$ cat config.mk
export PLATFORM = sky130hd
export DESIGN_NAME = usc_core
export DESIGN_NICKNAME = d
export VERILOG_FILES = /design/src/pkg/usc_pkg.sv /design/src/design/usc_fifo.sv /design/src/design/usc_baud.sv /design/src/design/usc_core.sv
export VERILOG_INCLUDE_DIRS = /design/src /design/src/pkg
export SDC_FILE = /design/constraint.sdc
export NUM_CORES = 1
export LEC_CHECK = 0
export ABC_AREA = 0
export BUFFER_PORTS_ARGS = -buffer_cell sky130_fd_sc_hd__buf_2
export CORE_MARGIN = 2
export CORE_UTILIZATION = 55
export CTS_BUF_LIST = sky130_fd_sc_hd__clkbuf_8
export CTS_CLUSTER_DIAMETER = 100
export CTS_CLUSTER_SIZE = 14
export DETAILED_ROUTE_END_ITERATION = 16
export PLACE_DENSITY = 0.73
export SYNTH_ARGS = -nofsm -noshare
export SYNTH_HDL_FRONTEND = slang
export SYNTH_SLANG_ARGS = --single-unit
$ cat constraint.sdc
create_clock -name CLK -period 11.1 [get_ports CLK]
set_clock_uncertainty 0.2 [all_clocks]
set_input_delay 1.665 -clock CLK [delete_from_list [all_inputs] [get_ports CLK]]
set_output_delay 1.665 -clock CLK [all_outputs]
set_load 0.03 [all_outputs]
$ cat src/pkg/usc_cfg.svh
// Register indices, field positions, reset values and timing counts of the serial core
`ifndef USC_CFG_SVH
`define USC_CFG_SVH
// Register indices; byte address on the bus is four times the index
`define USC_IDX_DATA 8'h20
`define USC_IDX_IER 8'h21
`define USC_IDX_IIR 8'h22
`define USC_IDX_LCR 8'h23
`define USC_IDX_MCR 8'h24
`define USC_IDX_LSR 8'h25
`define USC_IDX_MSR 8'h26
`define USC_IDX_CTL 8'h27
`define USC_IDX_STS 8'h28
`define USC_IDX_PTR 8'h29
`define USC_IDX_CMD 8'h2A
// Reset values
`define USC_BYTE_RST 8'h00
`define USC_DIV_RST 16'h0000
`define USC_DIV_DEFAULT 16'h0040
`define USC_MAP_RST 128'h0
// Line format fields
`define USC_LCR_BANK 7
`define USC_LCR_BRK 6
`define USC_LCR_STICK 5
`define USC_LCR_EVEN 4
`define USC_LCR_PEN 3
`define USC_LCR_STOP 2
// Handshake control fields
`define USC_MCR_LOOP 4
`define USC_MCR_RTS 1
`define USC_MCR_DTR 0
// General control fields
`define USC_CTL_SYNC 0
`define USC_CTL_EXT 1
`define USC_CMD_WR 1
// Interrupt enable fields
`define USC_IER_RXT 0
`define USC_IER_TXT 1
`define USC_IER_LINE 2
`define USC_IER_MODEM 3
`define USC_IER_TO 4
`define USC_IER_SPC 5
`define USC_IER_TSE 6
// Interrupt source codes
`define USC_SRC_MODEM 3'h0
`define USC_SRC_TXT 3'h1
`define USC_SRC_RXT 3'h2
`define USC_SRC_LINE 3'h3
`define USC_SRC_TO 3'h4
`define USC_SRC_TSE 3'h5
// Timing in baud ticks
`define USC_OSR 6'd16
`define USC_HALF 6'd8
`define USC_STOP15 6'd24
`define USC_STOP2 6'd32
`define USC_RX_TO_TICKS 10'd640
`endif

$ cat src/pkg/usc_pkg.sv
// Types shared by the serial core modules
package usc_pkg;
  typedef logic [31:0] usc_word_t;
  typedef logic [7:0]  usc_byte_t;
  typedef enum logic [5:0]
  {
    TX_IDLE  = 6'b000001,
    TX_START = 6'b000010,
    TX_DATA  = 6'b000100,
    TX_PAR   = 6'b001000,
    TX_STOP  = 6'b010000,
    TX_BRK   = 6'b100000
  } usc_tx_t;
  typedef enum logic [4:0]
  {
    RX_IDLE  = 5'b00001,
    RX_START = 5'b00010,
    RX_DATA  = 5'b00100,
    RX_PAR   = 5'b01000,
    RX_STOP  = 5'b10000
  } usc_rx_t;
endpackage

$ cat src/design/usc_fifo.sv
// Small character FIFO with flush
`timescale 1ns/1ps
module usc_fifo #(
  parameter int W     = 8,
  parameter int DEPTH = 4,
  parameter int AW    = 2
) (
  input  wire logic          clk,
  input  wire logic          rst,
  input  wire logic          ce,
  input  wire logic          push,
  input  wire logic          pop,
  input  wire logic          flush,
  input  wire logic [W-1:0]  din,
  output logic      [W-1:0]  dout,
  output logic      [AW:0]   count,
  output logic               full,
  output logic               empty
);
  logic [W-1:0]  mem [DEPTH];
  logic [AW-1:0] wp_q;
  logic [AW-1:0] rp_q;
  logic [AW:0]   cnt_q;
  logic          do_push;
  logic          do_pop;

  // Qualified strobes and flags
  assign full    = (cnt_q == (AW+1)'(DEPTH));
  assign empty   = (cnt_q == '0);
  assign do_push = push & ~full & ~flush;
  assign do_pop  = pop & ~empty & ~flush;
  assign dout    = mem[rp_q];
  assign count   = cnt_q;

  // Storage
  always_ff @(posedge clk)
  begin
    if (ce && do_push)
      mem[wp_q] <= din;
  end

  // Pointers and fill level
  always_ff @(posedge clk)
  begin
    if (rst || (ce && flush))
    begin
      wp_q  <= '0;
      rp_q  <= '0;
      cnt_q <= '0;
    end
    else if (ce)
    begin
      if (do_push)
        wp_q <= wp_q + 1'b1;
      if (do_pop)
        rp_q <= rp_q + 1'b1;
      if (do_push && !do_pop)
        cnt_q <= cnt_q + 1'b1;
      else if (do_pop && !do_push)
        cnt_q <= cnt_q - 1'b1;
    end
  end
endmodule // usc_fifo

$ cat src/design/usc_baud.sv
// Baud tick generator dividing the reference enable by a 16-bit divisor
`timescale 1ns/1ps
module usc_baud (
  input  wire logic        clk,
  input  wire logic        rst,
  input  wire logic        ce,
  input  wire logic        ref_en,
  input  wire logic        load,
  input  wire logic [15:0] div,
  output logic             tick
);
  logic [15:0] cnt_q;

  // Count reference pulses; divisor one gives a tick on every pulse
  always_ff @(posedge clk)
  begin
    if (rst)
    begin
      cnt_q <= 16'h0000;
      tick  <= 1'b0;
    end
    else if (ce)
    begin
      tick <= 1'b0;
      if (load)
        cnt_q <= 16'h0000;
      else if (ref_en)
      begin
        if (cnt_q >= div - 16'h0001)
        begin
          cnt_q <= 16'h0000;
          tick  <= 1'b1;
        end
        else
          cnt_q <= cnt_q + 16'h0001;
      end
    end
  end
endmodule // usc_baud

$ cat src/design/usc_core.sv
// Serial core with AHB-Lite register slave, FIFOs, baud generator and line logic
// Overview of operation
// - Five to eight data bits, both directions
// - Even, odd, none, or forced stick parity
// - Stop bits one/two, or one/one-half for five in async
// - Bit rates 300 bit/s to 64 kbit/s
// - Software drives RTS/DTR, reads CTS/DSR levels
// - Async or sync; internal or external clock
// - Software requested break sent on line, async only
// - Four-entry FIFOs with selectable thresholds
// - Threshold reached raises enabled interrupt
// - Up to 128 special codes, 0-127 only
// - Each interrupt source separately enabled
// - Eleven registers 20h-2Ah, 2Bh-3Eh reserved
// - Bank select swaps data/enable with divisor
// - Data read pops oldest received character
// - Written bytes queued, sent LSB first
// - Divisor from readable writable low/high bytes
// - Divisor one passes reference clock undivided
// - Divisor write reloads generator at once
// - Divisor clears; divide by 64 until set
// - Bank select is line control bit 7
// - Length code 00 five to 11 eight
`timescale 1ns/1ps
module usc_core (
  input  wire logic              CLK,
  input  wire logic              RST,
  input  wire logic              CE,
  input  wire logic              HSEL,
  input  wire logic [31:0]       HADDR,
  input  wire logic [1:0]        HTRANS,
  input  wire logic              HWRITE,
  input  wire logic [2:0]        HSIZE,
  input  wire usc_pkg::usc_word_t HWDATA,
  input  wire logic              HREADY,
  output logic                   HREADYOUT,
  output usc_pkg::usc_word_t     HRDATA,
  output logic                   HRESP,
  input  wire logic              RXD,
  output logic                   TXD,
  input  wire logic              CTS_N,
  input  wire logic              DSR_N,
  output logic                   RTS_N,
  output logic                   DTR_N,
  input  wire logic              EXT_CLK,
  output logic                   IRQ
);
  import usc_pkg::*;
  `include "usc_cfg.svh"

  // Serial length from the two low line format bits
  function automatic logic [3:0] nbits(input logic [1:0] code);
    return 4'd5 + {2'b00, code};
  endfunction

  // Keep only the active data bits of a character
  function automatic usc_byte_t mask_len(input logic [1:0] code, input usc_byte_t d);
    return d & (8'hFF >> (2'd3 - code));
  endfunction

  // Parity bit expected for a character under the given line format
  function automatic logic par_bit(input usc_byte_t lcr, input usc_byte_t d);
    if (lcr[`USC_LCR_STICK])
      return ~lcr[`USC_LCR_EVEN];
    return lcr[`USC_LCR_EVEN] ? ^mask_len(lcr[1:0], d) : ~^mask_len(lcr[1:0], d);
  endfunction

  // Register index compare
  function automatic logic at(input logic [7:0] idx, input logic [7:0] off);
    return idx == off;
  endfunction

  logic [3:0]  pin_raw;
  logic [3:0]  s1_q;
  logic [3:0]  s2_q;
  logic        ext_d_q;
  logic        acc_q;
  logic        wr_q;
  logic        hit_q;
  logic [7:0]  idx_q;
  logic        rdy_q;
  usc_word_t   rdata_q;
  usc_byte_t   rd_byte;
  usc_byte_t   wdat;
  logic        wr_en;
  logic        rd_en;
  usc_byte_t   lcr_q;
  usc_byte_t   mcr_q;
  usc_byte_t   ier_q;
  usc_byte_t   ctl_q;
  logic [6:0]  ptr_q;
  logic [15:0] div_q;
  logic        div_set_q;
  logic [127:0] map_q;
  logic        divisor_bank_select;
  logic        sync_m;
  logic        tick;
  logic        div_load;
  logic        tx_push;
  logic        tx_pop;
  logic        tx_flush;
  usc_byte_t   tx_dout;
  logic [2:0]  tx_cnt;
  logic        tx_full;
  logic        tx_empty;
  logic        rx_push;
  logic        rx_pop;
  usc_byte_t   rx_char;
  usc_byte_t   rx_dout;
  logic [2:0]  rx_cnt;
  logic        rx_full;
  logic        rx_empty;
  usc_tx_t     tx_st_q;
  logic [5:0]  tcnt_q;
  logic [2:0]  tbit_q;
  usc_byte_t   tsh_q;
  logic        tpar_q;
  logic        txd_q;
  usc_rx_t     rx_st_q;
  logic [5:0]  rcnt_q;
  logic [2:0]  rbit_q;
  usc_byte_t   rsh_q;
  logic        rpar_q;
  logic        rx_in;
  logic [5:0]  osr;
  logic [5:0]  half;
  logic [5:0]  stop_len;
  logic        brk_req;
  logic        rsamp;
  logic        tdone;
  logic [3:0]  len;
  logic        rdone;
  logic        ev_fe;
  logic        ev_pe;
  logic        ev_brk;
  logic        ev_oe;
  logic        ev_spc;
  logic [7:0]  lsr_q;
  logic        cts_q;
  logic        dsr_q;
  logic [1:0]  dlt_q;
  logic [9:0]  to_cnt_q;
  logic        to_q;
  logic        rx_thr;
  logic        tx_thr;
  logic        tse;
  logic        rx_thr_q;
  logic        tx_thr_q;
  logic        tse_d_q;
  logic        rxt_ip_q;
  logic        txt_ip_q;
  logic        tse_ip_q;
  logic [2:0]  src;
  logic        pend;
  logic        irq_q;
  logic        txo_q;
  logic        rts_n_q;
  logic        dtr_n_q;

  // Two-flop synchronisers for every asynchronous pin
  assign pin_raw = {EXT_CLK, DSR_N, CTS_N, RXD};
  for (genvar i = 0; i < 4; i++)
  begin : g_sync
    always_ff @(posedge CLK)
    begin
      if (RST)
      begin
        s1_q[i] <= 1'b1;
        s2_q[i] <= 1'b1;
      end
      else if (CE)
      begin
        s1_q[i] <= pin_raw[i];
        s2_q[i] <= s1_q[i];
      end
    end
  end

  // AHB-Lite slave: one wait state, registered read data
  always_ff @(posedge CLK)
  begin
    if (RST)
    begin
      acc_q   <= 1'b0;
      wr_q    <= 1'b0;
      hit_q   <= 1'b0;
      idx_q   <= 8'h00;
      rdy_q   <= 1'b1;
      rdata_q <= 32'h0000_0000;
    end
    else if (CE)
    begin
      if (HSEL && HREADY && HTRANS[1])
      begin
        acc_q <= 1'b1;
        wr_q  <= HWRITE;
        hit_q <= (HADDR[31:10] == 22'h0) && (HADDR[1:0] == 2'h0);
        idx_q <= HADDR[9:2];
        rdy_q <= 1'b0;
      end
      else if (acc_q)
      begin
        acc_q   <= 1'b0;
        rdy_q   <= 1'b1;
        rdata_q <= wr_q ? 32'h0000_0000 : {24'h00_0000, rd_byte};
      end
    end
  end
  assign HREADYOUT = rdy_q;
  assign HRDATA    = rdata_q;
  assign HRESP     = 1'b0;

  // Access strobes; indices outside 20h-2Ah read zero and ignore writes
  assign wdat   = HWDATA[7:0];
  assign wr_en  = acc_q & wr_q & hit_q & CE;
  assign rd_en  = acc_q & ~wr_q & hit_q & CE;
  assign divisor_bank_select = lcr_q[`USC_LCR_BANK];
  assign sync_m = ctl_q[`USC_CTL_SYNC];
  assign tx_push  = wr_en & at(idx_q, `USC_IDX_DATA) & ~divisor_bank_select;
  assign rx_pop   = rd_en & at(idx_q, `USC_IDX_DATA) & ~divisor_bank_select;
  assign div_load = wr_en & ~divisor_bank_select ? 1'b0 :
                    wr_en & (at(idx_q, `USC_IDX_DATA) | at(idx_q, `USC_IDX_IER));

  // Software written control registers
  always_ff @(posedge CLK)
  begin
    if (RST)
    begin
      lcr_q     <= `USC_BYTE_RST;
      mcr_q     <= `USC_BYTE_RST;
      ier_q     <= `USC_BYTE_RST;
      ctl_q     <= `USC_BYTE_RST;
      ptr_q     <= 7'h00;
      div_q     <= `USC_DIV_RST;
      div_set_q <= 1'b0;
      map_q     <= `USC_MAP_RST;
    end
    else if (wr_en)
    begin
      if (at(idx_q, `USC_IDX_DATA) && divisor_bank_select)
      begin
        div_q[7:0] <= wdat;
        div_set_q  <= 1'b1;
      end
      if (at(idx_q, `USC_IDX_IER) && divisor_bank_select)
      begin
        div_q[15:8] <= wdat;
        div_set_q   <= 1'b1;
      end
      if (at(idx_q, `USC_IDX_IER) && !divisor_bank_select)
        ier_q <= {1'b0, wdat[6:0]};
      if (at(idx_q, `USC_IDX_LCR))
        lcr_q <= wdat;
      if (at(idx_q, `USC_IDX_MCR))
        mcr_q <= {3'h0, wdat[4], 2'h0, wdat[1:0]};
      if (at(idx_q, `USC_IDX_CTL))
        ctl_q <= {2'h0, wdat[5:0]};
      if (at(idx_q, `USC_IDX_PTR))
        ptr_q <= wdat[6:0];
      if (at(idx_q, `USC_IDX_CMD) && wdat[`USC_CMD_WR])
        map_q[ptr_q] <= wdat[0];
    end
  end

  // Baud generator on the core clock or on external clock edges
  always_ff @(posedge CLK)
  begin
    if (RST)
      ext_d_q <= 1'b1; // Matches the synchroniser reset level, no false edge
    else if (CE)
      ext_d_q <= s2_q[3];
  end
  usc_baud u_baud (
    .clk    (CLK),
    .rst    (RST),
    .ce     (CE),
    .ref_en (ctl_q[`USC_CTL_EXT] ? (s2_q[3] & ~ext_d_q) : 1'b1),
    .load   (div_load),
    .div    (div_set_q ? div_q : `USC_DIV_DEFAULT),
    .tick   (tick)
  );

  // Character FIFOs
  usc_fifo #(.W(8), .DEPTH(4), .AW(2)) u_txf (
    .clk   (CLK),
    .rst   (RST),
    .ce    (CE),
    .push  (tx_push),
    .pop   (tx_pop),
    .flush (tx_flush),
    .din   (wdat),
    .dout  (tx_dout),
    .count (tx_cnt),
    .full  (tx_full),
    .empty (tx_empty)
  );
  usc_fifo #(.W(8), .DEPTH(4), .AW(2)) u_rxf (
    .clk   (CLK),
    .rst   (RST),
    .ce    (CE),
    .push  (rx_push),
    .pop   (rx_pop),
    .flush (1'b0),
    .din   (rx_char),
    .dout  (rx_dout),
    .count (rx_cnt),
    .full  (rx_full),
    .empty (rx_empty)
  );

  // Bit timing: sixteen ticks a bit async, one tick a bit sync
  assign len      = nbits(lcr_q[1:0]);
  assign osr      = sync_m ? 6'd1 : `USC_OSR;
  assign half     = sync_m ? 6'd1 : `USC_HALF;
  assign stop_len = !lcr_q[`USC_LCR_STOP] ? osr :
                    sync_m ? 6'd2 :
                    (lcr_q[1:0] == 2'b00) ? `USC_STOP15 : `USC_STOP2;
  assign brk_req  = lcr_q[`USC_LCR_BRK] & ~sync_m;
  assign tdone    = tick & (tcnt_q == ((tx_st_q == TX_STOP) ? stop_len : osr) - 6'd1);
  assign tx_pop   = tick & (tx_st_q == TX_IDLE) & ~brk_req & ~tx_empty;
  assign tx_flush = (tx_st_q == TX_BRK);

  // Transmit sequencer
  always_ff @(posedge CLK)
  begin
    if (RST)
    begin
      tx_st_q <= TX_IDLE;
      tcnt_q  <= 6'd0;
      tbit_q  <= 3'd0;
      tsh_q   <= 8'h00;
      tpar_q  <= 1'b0;
      txd_q   <= 1'b1;
    end
    else if (CE && tick)
    begin
      tcnt_q <= tdone ? 6'd0 : tcnt_q + 6'd1;
      case (tx_st_q)
        TX_IDLE:
        begin
          tcnt_q <= 6'd0;
          if (brk_req)
          begin
            tx_st_q <= TX_BRK;
            txd_q   <= 1'b0;
          end
          else if (!tx_empty)
          begin
            tx_st_q <= TX_START;
            tsh_q   <= tx_dout;
            tpar_q  <= par_bit(lcr_q, tx_dout);
            txd_q   <= 1'b0;
          end
        end
        TX_START:
          if (tdone)
          begin
            tx_st_q <= TX_DATA;
            tbit_q  <= 3'd0;
            txd_q   <= tsh_q[0];
          end
        TX_DATA:
          if (tdone)
          begin
            tsh_q  <= tsh_q >> 1;
            tbit_q <= tbit_q + 3'd1;
            if ({1'b0, tbit_q} == len - 4'd1)
            begin
              tx_st_q <= lcr_q[`USC_LCR_PEN] ? TX_PAR : TX_STOP;
              txd_q   <= lcr_q[`USC_LCR_PEN] ? tpar_q : 1'b1;
            end
            else
              txd_q <= tsh_q[1];
          end
        TX_PAR:
          if (tdone)
          begin
            tx_st_q <= TX_STOP;
            txd_q   <= 1'b1;
          end
        TX_STOP:
          if (tdone)
            tx_st_q <= TX_IDLE;
        TX_BRK:
        begin
          tcnt_q <= 6'd0;
          if (!brk_req)
          begin
            tx_st_q <= TX_STOP;
            txd_q   <= 1'b1;
          end
        end
        default:
        begin
          tx_st_q <= TX_IDLE;
          txd_q   <= 1'b1;
        end
      endcase
    end
  end

  // Receive path, looped to the transmitter in local loopback
  assign rx_in   = mcr_q[`USC_MCR_LOOP] ? txd_q : s2_q[0];
  assign rsamp   = tick & (rcnt_q == osr - 6'd1);
  assign rdone   = (rx_st_q == RX_STOP) & rsamp;
  assign rx_char = rsh_q >> (4'd8 - len);
  assign rx_push = rdone;
  assign ev_fe   = rdone & ~rx_in;
  assign ev_pe   = rdone & lcr_q[`USC_LCR_PEN] & (rpar_q != par_bit(lcr_q, rx_char));
  assign ev_brk  = ev_fe & (rx_char == 8'h00) & ~(lcr_q[`USC_LCR_PEN] & rpar_q);
  assign ev_oe   = rdone & rx_full;
  assign ev_spc  = rdone & ~rx_full & ~rx_char[7] & map_q[rx_char[6:0]];

  // Receive sequencer
  always_ff @(posedge CLK)
  begin
    if (RST)
    begin
      rx_st_q <= RX_IDLE;
      rcnt_q  <= 6'd0;
      rbit_q  <= 3'd0;
      rsh_q   <= 8'h00;
      rpar_q  <= 1'b0;
    end
    else if (CE && tick)
    begin
      rcnt_q <= rsamp ? 6'd0 : rcnt_q + 6'd1;
      case (rx_st_q)
        RX_IDLE:
        begin
          rcnt_q <= 6'd0;
          if (!rx_in)
            rx_st_q <= RX_START;
        end
        RX_START:
          if (rcnt_q == half - 6'd1)
          begin
            rcnt_q  <= 6'd0;
            rbit_q  <= 3'd0;
            rx_st_q <= rx_in ? RX_IDLE : RX_DATA;
          end
        RX_DATA:
          if (rsamp)
          begin
            rsh_q  <= {rx_in, rsh_q[7:1]};
            rbit_q <= rbit_q + 3'd1;
            if ({1'b0, rbit_q} == len - 4'd1)
              rx_st_q <= lcr_q[`USC_LCR_PEN] ? RX_PAR : RX_STOP;
          end
        RX_PAR:
          if (rsamp)
          begin
            rpar_q  <= rx_in;
            rx_st_q <= RX_STOP;
          end
        RX_STOP:
          if (rsamp)
            rx_st_q <= RX_IDLE;
        default:
          rx_st_q <= RX_IDLE;
      endcase
    end
  end

  // Sticky line flags; a new event wins over the clear by a status read
  always_ff @(posedge CLK)
  begin
    if (RST)
      lsr_q <= 8'h00;
    else if (CE)
    begin
      lsr_q <= (rd_en && at(idx_q, `USC_IDX_LSR)) ? 8'h00 : lsr_q;
      if (ev_spc) lsr_q[7] <= 1'b1;
      if (ev_brk) lsr_q[4] <= 1'b1;
      if (ev_fe)  lsr_q[3] <= 1'b1;
      if (ev_pe)  lsr_q[2] <= 1'b1;
      if (ev_oe)  lsr_q[1] <= 1'b1;
    end
  end

  // Handshake pin levels, change flags and output drive
  always_ff @(posedge CLK)
  begin
    if (RST)
    begin
      cts_q   <= 1'b0;
      dsr_q   <= 1'b0;
      dlt_q   <= 2'b00;
      rts_n_q <= 1'b1;
      dtr_n_q <= 1'b1;
    end
    else if (CE)
    begin
      cts_q   <= ~s2_q[1];
      dsr_q   <= ~s2_q[2];
      rts_n_q <= ~mcr_q[`USC_MCR_RTS];
      dtr_n_q <= ~mcr_q[`USC_MCR_DTR];
      dlt_q   <= (rd_en && at(idx_q, `USC_IDX_MSR)) ? 2'b00 : dlt_q;
      if (cts_q != ~s2_q[1]) dlt_q[0] <= 1'b1;
      if (dsr_q != ~s2_q[2]) dlt_q[1] <= 1'b1;
    end
  end

  // Receive timeout: characters waiting and line quiet for 640 ticks, four ten-bit frames in async
  always_ff @(posedge CLK)
  begin
    if (RST)
    begin
      to_cnt_q <= 10'd0;
      to_q     <= 1'b0;
    end
    else if (CE)
    begin
      if (rx_empty || rx_pop || rx_st_q != RX_IDLE)
        to_cnt_q <= 10'd0;
      else if (tick && to_cnt_q != `USC_RX_TO_TICKS)
        to_cnt_q <= to_cnt_q + 10'd1;
      to_q <= (rd_en && at(idx_q, `USC_IDX_STS)) ? 1'b0 : to_q;
      if (tick && to_cnt_q == `USC_RX_TO_TICKS - 10'd1)
        to_q <= 1'b1;
    end
  end

  // Threshold and shift-empty conditions, latched on their rising edge
  assign rx_thr = rx_cnt >= ({1'b0, ctl_q[3:2]} + 3'd1);
  assign tx_thr = tx_cnt <= ({1'b0, ctl_q[5:4]} + 3'd1);
  assign tse    = (tx_st_q == TX_IDLE) & tx_empty;
  always_ff @(posedge CLK)
  begin
    if (RST)
    begin
      rx_thr_q <= 1'b0;
      tx_thr_q <= 1'b0;
      tse_d_q  <= 1'b0;
      rxt_ip_q <= 1'b0;
      txt_ip_q <= 1'b0;
      tse_ip_q <= 1'b0;
      irq_q    <= 1'b0;
    end
    else if (CE)
    begin
      rx_thr_q <= rx_thr;
      tx_thr_q <= tx_thr;
      tse_d_q  <= tse;
      if (rx_thr & ~rx_thr_q)
        rxt_ip_q <= 1'b1;
      else if (rd_en && at(idx_q, `USC_IDX_IIR) && pend && src == `USC_SRC_RXT)
        rxt_ip_q <= 1'b0;
      if (tx_thr & ~tx_thr_q)
        txt_ip_q <= 1'b1;
      else if (rd_en && at(idx_q, `USC_IDX_IIR) && pend && src == `USC_SRC_TXT)
        txt_ip_q <= 1'b0;
      if (tse & ~tse_d_q)
        tse_ip_q <= 1'b1;
      else if (rd_en && at(idx_q, `USC_IDX_IIR) && pend && src == `USC_SRC_TSE)
        tse_ip_q <= 1'b0;
      irq_q <= pend;
    end
  end

  // Highest priority enabled source
  always_comb
  begin
    pend = 1'b1;
    src  = `USC_SRC_MODEM;
    if ((ier_q[`USC_IER_LINE] && |lsr_q[4:1]) || (ier_q[`USC_IER_SPC] && lsr_q[7]))
      src = `USC_SRC_LINE;
    else if (ier_q[`USC_IER_RXT] && rxt_ip_q)
      src = `USC_SRC_RXT;
    else if (ier_q[`USC_IER_TXT] && txt_ip_q)
      src = `USC_SRC_TXT;
    else if (ier_q[`USC_IER_MODEM] && |dlt_q)
      src = `USC_SRC_MODEM;
    else if (ier_q[`USC_IER_TO] && to_q)
      src = `USC_SRC_TO;
    else if (ier_q[`USC_IER_TSE] && tse_ip_q)
      src = `USC_SRC_TSE;
    else
      pend = 1'b0;
  end

  // Read data selection
  always_comb
  begin
    rd_byte = 8'h00;
    case (idx_q)
      `USC_IDX_DATA: rd_byte = divisor_bank_select ? div_q[7:0] : rx_dout;
      `USC_IDX_IER:  rd_byte = divisor_bank_select ? div_q[15:8] : ier_q;
      `USC_IDX_IIR:  rd_byte = {4'h0, src, ~pend};
      `USC_IDX_LCR:  rd_byte = lcr_q;
      `USC_IDX_MCR:  rd_byte = mcr_q;
      `USC_IDX_LSR:  rd_byte = {lsr_q[7], tse, tx_thr, lsr_q[4:1], ~rx_empty};
      `USC_IDX_MSR:  rd_byte = {2'h0, dsr_q, cts_q, 2'h0, dlt_q};
      `USC_IDX_CTL:  rd_byte = ctl_q;
      `USC_IDX_STS:  rd_byte = {tx_cnt, rx_cnt, 1'b0, to_q};
      `USC_IDX_PTR:  rd_byte = {1'b0, ptr_q};
      `USC_IDX_CMD:  rd_byte = {7'h00, map_q[ptr_q]};
      default:       rd_byte = 8'h00;
    endcase
  end

  // Registered pins; line held marking during loopback
  always_ff @(posedge CLK)
  begin
    if (RST)
      txo_q <= 1'b1;
    else if (CE)
      txo_q <= mcr_q[`USC_MCR_LOOP] ? 1'b1 : txd_q;
  end
  assign TXD   = txo_q;
  assign RTS_N = rts_n_q;
  assign DTR_N = dtr_n_q;
  assign IRQ   = irq_q;
endmodule // usc_core

==> results of run 1 <==
==> cells by family (layout without fill, tap and decap cells) <==
family / Yosys count / in the layout / share of synthesized area (%)
AOI/OAI and AO/OA: 641 / 641 / 19.7
xor gates and xnor gates: 66 / 66 / 2.96
adders and majority gates: 50 / 50 / 3.21
buffers and inverters: 216 / 161 / 4.78
DFF: 382 / 382 / 41.5
muxes: 136 / 136 / 8.35
other: 1 / 25 / 0.0188
and+or+nand+nor: 809 / 809 / 19.5
==> worst max-delay path, delay by kind of cell (launching register included) <==
| family | cells | cell delay (ns) |
|---|---|---|
| adder cells (fa/ha/maj) | 2 | 1.24 |
| flip-flops | 1 | 0.80 |
| buffers and inverters | 2 | 1.06 |
| AO/OA/AOI/OAI | 1 | 0.20 |
| AND/OR/NAND/NOR | 2 | 0.18 |
| XOR/XNOR | 4 | 0.85 |
| multiplexers | 1 | 1.03 |
==> stage by stage <==
stage | utilization, % | cell area [um^2] | std cells
after floorplan | - | 20100 | 2325
after global placement | 56.9 | 20300 | 2684
after detailed placement | 56.9 | 20300 | 2684
after CTS | 58.3 | 20800 | 2731
after global routing | 58.3 | 20800 | 2731
final | 58.3 | 20800 | 2731
==> registers in the layout (all words and copies together) (netlist names), 10 cells and up, named ones only <==
name / flops
div_q: 16
map_q: 128
to_cnt_q: 10
u_baud.cnt_q: 16
u_rxf.mem: 32
u_txf.mem: 32
==> worst min-delay path by stage <==
stage               startpoint  slack, ns   endpoint
finish               HRDATA[5]       0.26  HRDATA[5]
global route         HRDATA[5]       0.28  HRDATA[5]
CTS                  HRDATA[5]       0.26  HRDATA[5]
detailed placement   HRDATA[5]       0.25  HRDATA[5]
global placement      idx_q[5]       0.24   idx_q[5]
floorplan             idx_q[5]       0.23   idx_q[5]
==> routing by layer <==
metal,up-vias,wire length (um),global-route usage (%)
met4,0,3000,13.5
li1,8255,-,-
met3,221,5530,5.17
met5,-,0,0
met1,8544,23800,39.9
met2,1010,27300,50.3
==> area by class of cell <==
type	instances	area, um^2	share of cell area (%)
multi-input cells	1727	10800	52.2
flip-flops and latches	382	8290	39.9
well taps	461	577	2.77
repair buffers	77	444	2.14
clock buffers	31	427	2.05
inverters	37	139	0.668
clock inverters	16	71.3	0.343
==> cell usage in the layout (no fill, tap or decap), types with 45 or more instances in the layout <==
cell type	instances
dfxtp_1	318
a21oi_1	234
nand2_1	219
nand3_1	193
o21ai_0	185
nor2_1	175
mux2i_1	107
edfxtp_1	64
buf_2	61
ha_1	48
inv_1	46
a22oi_1	45
==> power breakdown <==
group / switching [mW] / internal, mW / leakage (nW)
combinational: 0.0621 / 0.0174 / 3.44
clock: 0.471 / 0.257 / 0.293
sequential: 0.00461 / 1.41 / 3.22
==> impl_metrics.tcl, run 1 <==
set metrics [dict create \
    io-pin-count 117 \
    dr_total_vias 18030 \
    yosysWarnings 0 \
    slowest_delay_ns 1.03 \
    dpl.hpwl_mm 38.2 \
    synthCells 2301 \
    crit_fanout 45 \
    place.port_buffers 63 \
    worst_slack_ns 5.35 \
    power_mw 2.22 \
    synth_flop_cell "dfxtp_1" \
    avgSynthCellArea_um2 8.68 \
    regToRegStartpoint "lcr_q[0]" \
    finalSetupTns_ns 0 \
    rows 69 \
    finalMaxSlewViolations 0 \
    cts_root_buf "clkbuf_8" \
    fin_crit_ns 5.75 \
    layout-drive-gt1-share_pct 7.40 \
    max-slew-margin-rel_pct 14.9 \
    yosys.cell_count.top_type "dfxtp_1" \
    dieArea_um2 37800 \
    path_clk_slew_ns 0.10 \
    endpoint_kind "flop" \
    holdWs_ns 0.258 \
    n_antenna_cell 0 \
    synth.top_cell.area_share_pct 31.9 \
    overflow 0 \
    reg2reg_slack_ns 5.35 \
    critPathArrivalTime_ns 6.09 \
    worstSetupPathType "flop to flop" \
    cp-start-kind "flop" \
    yosys-top-cells-area "dfxtp_1 32%, edfxtp_1 9.6%, a21oi_1 5.9%" \
    async_flop_share_pct 0 \
    cts_buffers 31 \
    status "finished, final reports clean" \
    cts_tree "built" \
    die_w_um 195 \
    rsz0062_at_grt "false" \
    synth-edff-count 64 \
    dr.pass1.iters 6 \
    crit_slowest_cell "mux4_2" \
    synth_common_cells "318 x dfxtp_1, 234 x a21oi_1, 219 x nand2_1" \
    dieHeight_um 195 \
    cts.htree.levels 1 \
    dp_slack_ns 5.53 \
    crit_chain "inv_1 -> ha_1 -> mux4_2 -> clkinv_1 -> ha_1 -> xor2_1 -> xnor2_1 -> xnor3_1 -> nor2_1 -> xnor2_1 -> a32oi_1 -> nor2_1" \
    yosys.area.top_type "dfxtp_1" \
    hold_depth 2 \
    vias_per_cell 6.60 \
    syn_to_final_growth_pct 4.14 \
    critical_path_required_ns 11.44 \
    power.density_nw_per_um2 107 \
    tightest_slew_ns 1.27 \
    cts_resized 0 \
    wl_mm 59.7 \
    grt_max_degree 220 \
    finalCritPeriodShare_pct 51.8 \
    yosysUniqueCellTypes 87 \
    drcViolationCount 0 \
    final_antenna_net_count 0 \
    cts_hold_buf 0 \
    grt_pass1_wl_mm 93.5 \
    track_usage_pct 30.6 \
    finalSetupViolCount 0 \
    clk_latency_ns 0.67 \
    antenna_found_initial 0 \
    hold_viol 0 \
    reg2reg_to "lsr_q[2]" \
    gp_congestion 0.933 \
    ir_worst_vdd_mv 0.0891 \
    drv_cap 0 \
    fmax_mhz 174 \
    synth_seq_cells 382 \
    post_cts_buffers 0 \
    wl_per_cell_um 21.9 \
    core_um2 35700 \
    fillers 3180 \
    seq_area_frac_synth_pct 41.5 \
    drt_iter0_markers 2378 \
    ff2ff_path_depth 12 \
    fin_nets 2385 \
    critPathCapture "lsr_q[2]" \
    grt_pass1_vias 16965 \
    min_path_type "flop to flop" \
    netlist_area_um2 20000 \
    cts.sinks 382 \
    p_leak_nw 6.96 \
    cts_buffer_depth 3 \
    setup.worst_path.start "lcr_q[0]" \
    start_util_pct 56.0 \
]
Power figures use the tool's default switching activity.
==> run 2: changes to the inputs <==
- PLACE_DENSITY: 0.73 -> 0.76
- clock period: 11.1 -> 5.23 ns (I/O delays scaled with it)
==> run 2 against run 1 <==
  * Power increased by 110%
  * Fmax increased by 27%
  * Wire length decreased by 1.8%
  * Via count about the same
  * Critical endpoint is now u_baud.cnt_q[13]
  * Setup slack got worse by 4.7 ns
==> impl_metrics.tcl, run 2 (synthesis gave the netlist of run 1 again) <==
set metrics [dict create \
    path_clk_slew_ns 0.10 \
    io-pin-count 117 \
    endpoint_kind "flop" \
    min_path_type "input pin to flop" \
    tightest_slew_ns 1.22 \
    crit_slowest_cell "dfxtp_1" \
    status "finished, final reports clean" \
    top_register "map_q" \
    layout-drive-gt1-share_pct 7.57 \
    setup.worst_path.start "div_set_q" \
    finalSetupTns_ns 0 \
    fin_util_pct 58.4 \
    dieHeight_um 195 \
    postLayoutCellArea_um2 20800 \
    finalSetupViolCount 0 \
    cts_root_buf "clkbuf_8" \
    worstHoldStart "EXT_CLK" \
    n_antenna_cell 0 \
    power.density_nw_per_um2 226 \
    drv_cap 0 \
    path_delay_family "compound AO/OA/AOI/OAI gates" \
    grt_pass1_vias 16957 \
    ir_worst_vdd_mv 0.209 \
    cts_buffer_depth 3 \
    dr.pass1.iters 12 \
    track_usage_pct 30.0 \
    holdWs_ns 0.148 \
    worst_slack_ns 0.688 \
    power_mw 4.71 \
    finalCritPeriodShare_pct 86.9 \
    fin_cells 2734 \
    grt_max_degree 128 \
    largest_registers "map_q: 128 flops, u_rxf.mem: 32 flops, u_txf.mem: 32 flops" \
    overflow 0 \
    grt_pass1_wl_mm 92.0 \
    clk_latency_ns 0.67 \
    p_leak_nw 6.98 \
    syn_to_final_growth_pct 4.29 \
    dieArea_um2 37800 \
    largest_register_ffs 128 \
    gp_congestion 0.966 \
    fmax_mhz 220 \
    dr_total_vias 18015 \
    die_w_um 195 \
    wl_mm 58.6 \
    cts_hold_buf 0 \
    mostFrequentLayoutCells "318 x dfxtp_1, 234 x a21oi_1, 219 x nand2_1, 193 x nand3_1, 185 x o21ai_0" \
    cts_resized 0 \
    post_cts_buffers 0 \
    rows 69 \
    finalMaxSlewViolations 0 \
    rsz0062_at_grt "false" \
    core_um2 35700 \
    place.port_buffers 63 \
    hold_viol 0 \
    reg2reg_slack_ns 0.69 \
    fillers 3120 \
    critical_path_required_ns 5.58 \
    drt_iter0_markers 2166 \
    cts_buffers 31 \
    fin_crit_ns 4.54 \
    antenna_found_initial 0 \
    cp-start-kind "flop" \
    worst-path-buf-inv 1 \
    slowest_delay_ns 0.72 \
    dpl.hpwl_mm 38.2 \
    final_common_cell "dfxtp_1" \
    drcViolationCount 0 \
    critPathArrivalTime_ns 4.89 \
    crit_chain "inv_1 -> nor4_1 -> nand3_1 -> nor2_1 -> xor2_1 -> nand2_1 -> ha_1 -> a21o_1 -> a21o_1 -> a21oi_1 -> o21a_1 -> nand4_1 -> a21oi_1 -> o21ai_0 -> a311oi_1" \
    start_util_pct 56.0 \
    regToRegStartpoint "div_set_q" \
    post_dp_cell_area_um2 20300 \
    cts.htree.levels 1 \
    crit_fanout 21 \
    final_antenna_net_count 0 \
    max-slew-margin-rel_pct 18.8 \
    cts_tree "built" \
    cts.sinks 382 \
    dp_slack_ns 0.801 \
    fin_nets 2390 \
    post-place-cells 2689 \
    worstSetupPathType "flop to flop" \
    wl_per_cell_um 21.4 \
    vias_per_cell 6.59 \
]
==> run 2: final timing paths <==
path,to,cells after the start
worst max-delay path,u_baud.cnt_q[13],15
worst min-delay path,s1_q[3],3
worst max register to register,u_baud.cnt_q[13],15
worst min register to register,HRDATA[2],2
==> run 2: worst min-delay path, cell delays in order <==
cell and delay [ns]:
buf_2 0.07, mux2i_1 0.06, nand2_1 0.06
==> run 2: layer usage <==
metal	GRT usage (%)	vias to the layer above	wire [um]
li1	-	8265	-
met4	14.0	0	2840
met5	0	-	0
met2	48.9	963	27100
met1	38.9	8558	23400
met3	5.08	229	5330
==> run 2: final cells by class <==
cell class | instances | area (um^2) | area share, %
Clock buffer | 31 | 427 | 2.05
Clock inverter | 14 | 63.8 | 0.307
Inverter | 37 | 139 | 0.667
Multi-Input combinational cell | 1727 | 10800 | 52.1
Sequential cell | 382 | 8290 | 39.8
Tap cell | 461 | 577 | 2.77
Timing Repair Buffer | 82 | 482 | 2.31
==> run 2: where the power goes <==
part,total [mW],internal [mW],switching [mW]
combinational,0.166,0.0363,0.129
sequential,3.00,2.99,0.0102
clock,1.55,0.546,0.999
